### src/temp_format_pkg.sv
// constants for the temperature word and upper alarm threshold register
// assumes a 40 MHz core clock and a register engine outside this block
package temp_format_pkg;
    localparam int WORD_W = 16;
    localparam int SAMPLE_W = 13;
    localparam int CMP_W = 11;
    localparam int HYST_W = 11;
    // weights in micro degrees
    localparam int TEMP_LSB_UDEG = 62500;
    localparam int TEMP_RES_UDEG = 125000;
    localparam int THR_LSB_UDEG = 250000;
    // field positions
    localparam int CRIT_BIT = 15;
    localparam int ABOVE_BIT = 14;
    localparam int BELOW_BIT = 13;
    localparam int SIGN_BIT = 12;
    localparam int DEG128_BIT = 11;
    localparam int CMP_LO_BIT = 2;
    localparam int UNUSED_BIT = 0;
    // masks and reset values
    localparam logic [15:0] THR_WMASK = 16'h1ffc;
    localparam logic [15:0] THR_RESET = 16'h0000;
    localparam logic [15:0] TEMP_RESET = 16'h0000;
endpackage : temp_format_pkg

### src/temp_format_upper_trip.sv
// temperature read-back word with trip status and the upper alarm threshold
// assumes samples, lower/critical words and hysteresis come from other blocks
//
// What this block does
// temperatures are 13-bit two's complement in bits 12:0 of the word with 0.0625 degree per count.
// reported resolution is 0.125 degree and bit 0 of the temperature word is always zero.
// bit 11 weighs 128 degrees and each lower bit halves down to the resolution step.
// the top three bits of the temperature word are trip status from the present temperature and each flag's own current state.
// negative temperatures are two's complement with the sign set, 1e64h being -25.75 degrees.
// the upper threshold is two's complement with 0.25 degree on bit 2, aligned to the temperature.
// threshold bits 15:13 and 1:0 always read zero and ignore writes.
// the alarm comparison always uses the threshold held right now, so new values act at once.
// threshold writes are ignored while I_THR_LOCK is high, so the held value does not change.
// threshold sign bit 12 and magnitude 11:2 are writable and reset to zero.
// bit 15 sets at the critical level and clears below it minus hysteresis; 14 and 13 flag
//      above and below the window, also with hysteresis.
// the upper comparison uses signed temperature bits 12:2 against threshold bits 12:2.
`timescale 1ns/1ps
`default_nettype none
module temp_format_upper_trip
(
    // clock and control
    input wire logic I_CORE_CLK,
    input wire logic I_RESET,
    input wire logic I_CE,
    // conversion result
    input wire logic I_TEMP_VALID,
    input wire logic [temp_format_pkg::SAMPLE_W-1:0] I_TEMP_SAMPLE,
    // other trip levels
    input wire logic [temp_format_pkg::WORD_W-1:0] I_LOWER_WORD,
    input wire logic [temp_format_pkg::WORD_W-1:0] I_CRIT_WORD,
    input wire logic [temp_format_pkg::HYST_W-1:0] I_HYST,
    // threshold register access
    input wire logic I_THR_WR,
    input wire logic I_THR_LOCK,
    input wire logic [temp_format_pkg::WORD_W-1:0] I_THR_WDATA,
    // read-back
    output logic [temp_format_pkg::WORD_W-1:0] O_TEMP_WORD,
    output logic [temp_format_pkg::WORD_W-1:0] O_THR_WORD
);
    import temp_format_pkg::*;

    logic [WORD_W-1:0] temp_word;
    logic [WORD_W-1:0] upper_alarm_threshold;
    logic signed [CMP_W+1:0] t_cmp;
    logic signed [CMP_W+1:0] up_cmp;
    logic signed [CMP_W+1:0] lo_cmp;
    logic signed [CMP_W+1:0] cr_cmp;
    logic signed [CMP_W+1:0] hys_cmp;
    logic next_crit;
    logic next_above;
    logic next_below;

    // comparison operands, coarse bits only; levels sign-extended, hysteresis zero-extended
    always_comb
    begin
        t_cmp = signed'({{2{temp_word[SIGN_BIT]}}, temp_word[SIGN_BIT:CMP_LO_BIT]});
        up_cmp = signed'({{2{upper_alarm_threshold[SIGN_BIT]}},
            upper_alarm_threshold[SIGN_BIT:CMP_LO_BIT]});
        lo_cmp = signed'({{2{I_LOWER_WORD[SIGN_BIT]}}, I_LOWER_WORD[SIGN_BIT:CMP_LO_BIT]});
        cr_cmp = signed'({{2{I_CRIT_WORD[SIGN_BIT]}}, I_CRIT_WORD[SIGN_BIT:CMP_LO_BIT]});
        hys_cmp = signed'({2'b00, I_HYST});
    end

    // trip status with hysteresis
    always_comb
    begin
        if (temp_word[CRIT_BIT])
            next_crit = !(t_cmp < cr_cmp - hys_cmp);
        else
            next_crit = (t_cmp >= cr_cmp);
        if (temp_word[ABOVE_BIT])
            next_above = !(t_cmp < up_cmp - hys_cmp);
        else
            next_above = (t_cmp > up_cmp);
        if (temp_word[BELOW_BIT])
            next_below = (t_cmp < lo_cmp);
        else
            next_below = (t_cmp < lo_cmp - hys_cmp);
    end

    // temperature word: sample in 12:1, bit 0 held low, status on top
    always_ff @(posedge I_CORE_CLK)
    begin
        if (I_RESET)
            temp_word <= TEMP_RESET;
        else if (I_CE)
        begin
            if (I_TEMP_VALID)
                temp_word[SIGN_BIT:UNUSED_BIT+1] <= I_TEMP_SAMPLE[SIGN_BIT:UNUSED_BIT+1];
            temp_word[UNUSED_BIT] <= 1'b0;
            temp_word[CRIT_BIT] <= next_crit;
            temp_word[ABOVE_BIT] <= next_above;
            temp_word[BELOW_BIT] <= next_below;
        end
    end

    // upper alarm threshold, only sign and magnitude writable
    always_ff @(posedge I_CORE_CLK)
    begin
        if (I_RESET)
            upper_alarm_threshold <= THR_RESET;
        else if (I_CE && I_THR_WR && !I_THR_LOCK)
            upper_alarm_threshold <= I_THR_WDATA & THR_WMASK;
    end

    assign O_TEMP_WORD = temp_word;
    assign O_THR_WORD = upper_alarm_threshold;
endmodule : temp_format_upper_trip
`default_nettype wire

### config.mk
export PLATFORM = sky130hd
export DESIGN_NAME = temp_format_upper_trip
export DESIGN_NICKNAME = d
export VERILOG_FILES = /design/src/temp_format_pkg.sv /design/src/temp_format_upper_trip.sv
export SDC_FILE = /design/constraint.sdc
export NUM_CORES = 1
export LEC_CHECK = 0
export BUFFER_PORTS_ARGS = -buffer_cell sky130_fd_sc_hd__buf_2
export CORE_MARGIN = 2
export CORE_UTILIZATION = 35
export CTS_BUF_LIST = sky130_fd_sc_hd__clkbuf_4 sky130_fd_sc_hd__clkbuf_8 sky130_fd_sc_hd__clkbuf_16
export DETAILED_ROUTE_END_ITERATION = 8
export HOLD_SLACK_MARGIN = 0.03
export PLACE_DENSITY = 0.69
export SLEW_MARGIN = 20
export SYNTH_ARGS = -nofsm -noshare
export SYNTH_HDL_FRONTEND = slang
export SYNTH_SLANG_ARGS = --single-unit
export TNS_END_PERCENT = 5
### constraint.sdc
create_clock -name I_CORE_CLK -period 3.1 [get_ports I_CORE_CLK]
set_clock_uncertainty 0.2 [all_clocks]
set_input_delay 0.31 -clock I_CORE_CLK [delete_from_list [all_inputs] [get_ports I_CORE_CLK]]
set_output_delay 0.31 -clock I_CORE_CLK [all_outputs]
set_load 0.005 [all_outputs]
==> results of run 1 <==
==> cell families after synthesis <==
kind of cell	Yosys count	synth area share
AND/OR/NAND/NOR	156	0.188
AO/OA/AOI/OAI	131	0.214
XOR/XNOR	30	0.0652
flip-flops	26	0.129
adder cells (fa/ha/maj)	107	0.338
other	1	0.000930
buffers and inverters	64	0.0655
==> path summary, 6_finish.rpt <==
check | endpoint | slack, ns | cells after the start
max | O_TEMP_WORD[13] | 0.007 | 16
min | O_TEMP_WORD[10] | 0.07 | 3
max reg2reg | O_TEMP_WORD[14] | 0.05 | 15
min reg2reg | O_TEMP_WORD[1] | 0.27 | 2
==> state kept, by name (all words and copies together) (netlist names) <==
register     flops
O_TEMP_WORD     15
O_THR_WORD      11
==> worst reg2reg max path: cells and delay by family, from the launching register on <==
family	cells	cell delay (ns)
AND/OR/NAND/NOR	4	0.60
flip-flops	1	0.33
buffers and inverters	1	0.04
AO/OA/AOI/OAI	7	0.98
adder cells (fa/ha/maj)	3	0.82
==> synthesized netlist by cell type (2+ instances only) <==
cell type and n:
a21o_1 13, o221ai_1 2, or2_2 5, a311oi_1 3
nand4_1 11, a211oi_1 6, a21oi_1 50, nand3b_1 4
dfxtp_1 26, o211ai_1 6, o21ai_0 17, xor2_1 13
fa_1 3, a31oi_1 5, nor3_1 11, and2_1 2
nand3_1 9, nor2_1 20, nand2b_1 10, inv_1 50
buf_4 6, nand2_1 62, a221oi_1 2, xnor2_1 17
and3_1 6, o31ai_1 2, a41oi_1 3, clkbuf_1 7
o2111ai_1 4, or3_1 2, nor2b_1 10, ha_1 104
o21a_1 8
==> cell type report <==
type / count / share of cell area
repair buffers: 132 / 0.154
well taps: 143 / 0.0350
inverters: 50 / 0.0367
clock inverters: 1 / 0.00587
flip-flops and latches: 26 / 0.102
multi-input cells: 430 / 0.652
clock buffers: 3 / 0.0147
==> what timing repair did <==
item | CTS | global route
setup buffers | 0 | 1
pin swaps | 10 | 9
setup endpoints to repair | 2 | 3
gates resized for setup | 9 | 10
==> stage by stage <==
step	area (um2)	setup TNS [ns]	utilization	setup slack [ns]
floorplan	4050	0	-	0.0323
global placement	4930	-0.539	0.436	-0.184
detailed placement	4930	-0.899	0.436	-0.386
CTS	5070	-0.00322	0.448	-0.00322
global route	5110	-0.477	0.452	-0.198
finish	5110	0	0.452	0.00713
==> power by group <==
part	total (mW)	switching (mW)	internal [mW]
registers	0.385	0.0326	0.352
logic	0.682	0.351	0.331
clock network	0.391	0.134	0.258
total	1.46	0.517	0.941
==> routing by layer <==
| layer | global-route usage | share of wire | vias up |
|---|---|---|---|
| li1 | - | - | 2096 |
| met1 | 0.236 | 0.44 | 1887 |
| met2 | 0.339 | 0.48 | 111 |
| met3 | 0.0201 | 0.058 | 20 |
| met4 | 0.0691 | 0.028 | 0 |
| met5 | 0 | 0 | - |
==> metrics.csv, run 1 <==
metric,value,unit
gr ovfl total,0,
top-area cell type share of the netlist area,0.323,
synthesis-to-finish area growth,26.8,%
Synth area leaders,"ha_1 (32%), dfxtp_1 (13%), a21oi_1 (6.2%)",
VDD IR max,306,uV
GRT Util Overall,0.190,
reg2reg start,O_THR_WORD[2],
crit-path cells,buf_2 -> ha_1 -> fa_2 -> nor2b_1 -> o21a_1 -> o211ai_1 -> nand3_1 -> nand2_2 -> xor2_1 -> ha_1 -> a21oi_1 -> nor2_1 -> a211oi_2 -> o21ai_2 -> a21o_1 -> a221oi_2,
Initial Util,0.356,
First-pass DRT Iterations,4,
ANT cells,0,
chip height,111,um
RD Place Congestion,0.876,
"commonest cells after routing, fill and taps aside","ha_1 (103), buf_2 (87), nand2_1 (61)",
"most common cell after layout, fill and taps aside",ha_1,
min Tclk post-route,3.09,ns
Post-synth top flop,dfxtp_1,
Yosys reg bits,26,
number of library cell types mapped by synthesis,49,
WL final,11700,um
critical path's top delay family,compound AO/OA/AOI/OAI gates,
Worst Hold Launch,I_TEMP_SAMPLE[10],
Pwr Density,285,nW/um2
clk_lat worst skew,0.27,ns
worst-path fanout max,3,
worst-margin pin slew,0.755,ns
clock sinks,26,
final net count,828,
most frequent CP cell,ha_1,
fraction of final layout cells with drive strength greater than 1,0.255,
RSZ-0062 raised after global routing,true,
row count,39,
post-synth top area cell,ha_1,
YS warnings,0,
data arrival time of the critical path,3.08,ns
"Seq/Total Area, Yosys",0.129,
Initial DRC Count,139,
die width,111,um
Setup crit end kind,register,
Core ar.,11300,um2
cts hold-fix bufs,0,
synthesized area,4030,um2
Max Cap Viol,0,
max-slew violation count,0,
I/O Buffers,87,
Buf/Inv on CP,1,
placed cells,780,
Max clock buf depth,2,
Root Buffer,clkbuf_16,
number of flops mapped to enable cells by yosys,0,
status,completed,
Hold Crit Class,input pin to register,
register area,522,um2
TritonCTS clock tree,built,
fin crit share,0.998,
DP Wirelength,9860,um
leakage,2.65,nW
Final Non-Filler Cells,785,
total vias in the final route,4114,
number of fill cells in the layout,1165,
"Avg Cell Area, Syn",7.83,um2
IO Count,110,
Slew HR,0.495,
Final Hold Vio Count,0,
# setup viols final,0,
Critical Path Start,I_HYST[0],
DR vias/cell,5.24,
Worst-path clk slew,0.08,ns
Tot Pwr,1.46,mW
WL/cell,14.9,um
DRC Markers,0,
Multi-input gate area,3330,um2
largest net degree at the start of global routing,29,
slowest CP cell,fa_2,
CP Class,input pin to register,
full die area,12400,um2
H-tree levels,1,
first-pass GRT wire length,19400,um
"slowest stage delay, CP",0.34,ns
Critical Path RT,3.09,ns
Hold Worst Slack,0.0690,ns
Gate Count Post-Synth,515,
Routed Antenna Nets,0,
vias in the first global route,4267,
CTS buffer count,3,
Async SR Flop Fraction,0,
initial antenna violation count,0,
Max Fclk,323,MHz
startpoint types,input pin,
(Power assumes the default switching activity.)
==> run 2: changes to the inputs <==
Settings changed: CELL_PAD_IN_SITES_DETAIL_PLACEMENT set to 0, CELL_PAD_IN_SITES_GLOBAL_PLACEMENT set to 1, PLACE_DENSITY 0.69 to 0.88.
==> run 2 against run 1 <==
Effect of this change: setup slack better by 0.015 ns; cell count grew 0.13%; maximum frequency is 0.48% higher; sequential share of layout area is 0.077 points lower; non-clock buffer count increased by 1; largest power group unchanged.
==> metrics.csv, run 2 (synthesized netlist as in run 1, its figures left out) <==
metric,value,unit
reg2reg start,O_THR_WORD[2],
IO Count,110,
Hold Crit Depth,3,
First-pass DRT Iterations,4,
cts hold-fix bufs,0,
RSZ-0062 raised after global routing,true,
Routed Antenna Nets,0,
FF-to-FF End,O_TEMP_WORD[14],
largest net degree at the start of global routing,29,
RD Place Congestion,0.890,
Slew HR,0.462,
clock sinks,26,
WL final,11800,um
"most common cell after layout, fill and taps aside",ha_1,
Final Hold Vio Count,0,
R2R depth,16,
Max Cap Viol,0,
TNS Setup,0,ns
die width,111,um
max-slew violation count,0,
status,completed,
clk_lat worst skew,0.27,ns
Setup crit end kind,register,
final net count,829,
data arrival time of the critical path,3.05,ns
max FFs per register,15,
Worst Hold Launch,I_TEMP_SAMPLE[8],
Tot Pwr,1.46,mW
CP Class,register to register,
vias in the first global route,4386,
worst slack at placement,-0.345,ns
gr ovfl total,0,
worst-path fanout max,2,
GRT Util Overall,0.194,
# setup viols final,0,
VDD IR max,293,uV
DRC Markers,0,
Hold Path End,O_TEMP_WORD[8],
Initial Util,0.356,
DP Wirelength,9920,um
total vias in the final route,4138,
Core ar.,11300,um2
CTS buffer count,3,
I/O Buffers,87,
first-pass GRT wire length,20100,um
chip height,111,um
Hold Worst Slack,0.0650,ns
initial antenna violation count,0,
Max Fclk,325,MHz
row count,39,
Hold Crit Class,input pin to register,
worst-margin pin slew,0.803,ns
fin util,0.455,
Initial DRC Count,166,
TritonCTS clock tree,built,
Critical Path RT,3.07,ns
fin worst setup slack,0.0219,ns
number of fill cells in the layout,1130,
fraction of final layout cells with drive strength greater than 1,0.266,
"commonest cells after routing, fill and taps aside","ha_1 (102), buf_2 (87), nand2_1 (62)",
fin crit share,0.993,
ANT cells,0,
Max clock buf depth,2,
Worst-path clk slew,0.08,ns
synthesis-to-finish area growth,27.8,%
DR vias/cell,5.26,
Root Buffer,clkbuf_16,
leakage,2.65,nW
startpoint types,register,
WL/cell,15.1,um
internal reg-to-reg setup slack,0.02,ns
Pwr Density,284,nW/um2
full die area,12400,um2
min Tclk post-route,3.08,ns
H-tree levels,1,
run 2: cell count changes in the layout (fill, tap and decap cells not counted), moves of 2 or more:
cell     before  now
o21ai_0      15   12
a31oi_1       5    3
nor2b_2       0    2
nor2b_1      10    8
a31oi_2       0    2
o21ai_1       1    5
a21oi_2       2    4
a21oi_1      49   47
run 2: critical path, stage by stage (launching register included):
cell      delay, ns
dfxtp_2        0.34
inv_2          0.04
ha_4           0.16
fa_2           0.36
nor2b_1        0.11
o21ai_1        0.06
nand2b_1       0.13
a311oi_2       0.14
o31ai_2        0.26
xor2_1         0.18
ha_1           0.27
a211oi_2       0.18
nand2_1        0.11
a21oi_1        0.15
nor2_1         0.06
a21oi_1        0.14
o21ai_1        0.08
run 2: stage by stage:
| stage | cell area [um2] | cells |
|---|---|---|
| final | 5150 | 786 |
| after global routing | 5150 | 786 |
| after CTS | 5070 | 785 |
| after detailed placement | 4940 | 781 |
| after global placement | 4940 | 781 |
| after floorplan | 4050 | 520 |
run 2: power breakdown:
part / internal, mW / switching (mW) / total (mW)
registers: 0.352 / 0.0312 / 0.383
clock network: 0.258 / 0.132 / 0.389
logic: 0.334 / 0.356 / 0.690
run 2: layout make-up:
class | count | area, um2 | area share
clock buffers | 3 | 75.1 | 0.0146
multi-input cells | 430 | 3370 | 0.653
inverters | 50 | 188 | 0.0364
well taps | 143 | 179 | 0.0347
flip-flops and latches | 26 | 522 | 0.101
clock inverters | 1 | 30.0 | 0.00583
repair buffers | 133 | 793 | 0.154
run 2: metal layers:
layer / GRT usage / routed length [um] / vias to the layer above
met5: 0 / 0 / -
met4: 0.0568 / 240 / 0
met3: 0.0240 / 509 / 18
met2: 0.352 / 5800 / 109
met1: 0.239 / 5300 / 1907
li1: - / - / 2104
run 2: how the worst max path moves through the flow:
stage	from	to	slack, ns	depth (start not counted)
finish	O_THR_WORD[2]	O_TEMP_WORD[14]	0.02	16
floorplan	O_THR_WORD[2]	O_TEMP_WORD[14]	0.03	16
global route	O_THR_WORD[2]	O_TEMP_WORD[14]	-0.16	16
detailed placement	I_LOWER_WORD[2]	O_TEMP_WORD[13]	-0.35	17
global placement	I_CRIT_WORD[2]	O_TEMP_WORD[15]	-0.21	17
CTS	O_THR_WORD[2]	O_TEMP_WORD[14]	-0.01	16
run 2: what timing repair did:
| item | in CTS | in global routing |
|---|---|---|
| setup endpoints to repair | 2 | 3 |
| pin swaps | 14 | 14 |
| resized for setup | 11 | 18 |
| setup buffers | 0 | 1 |
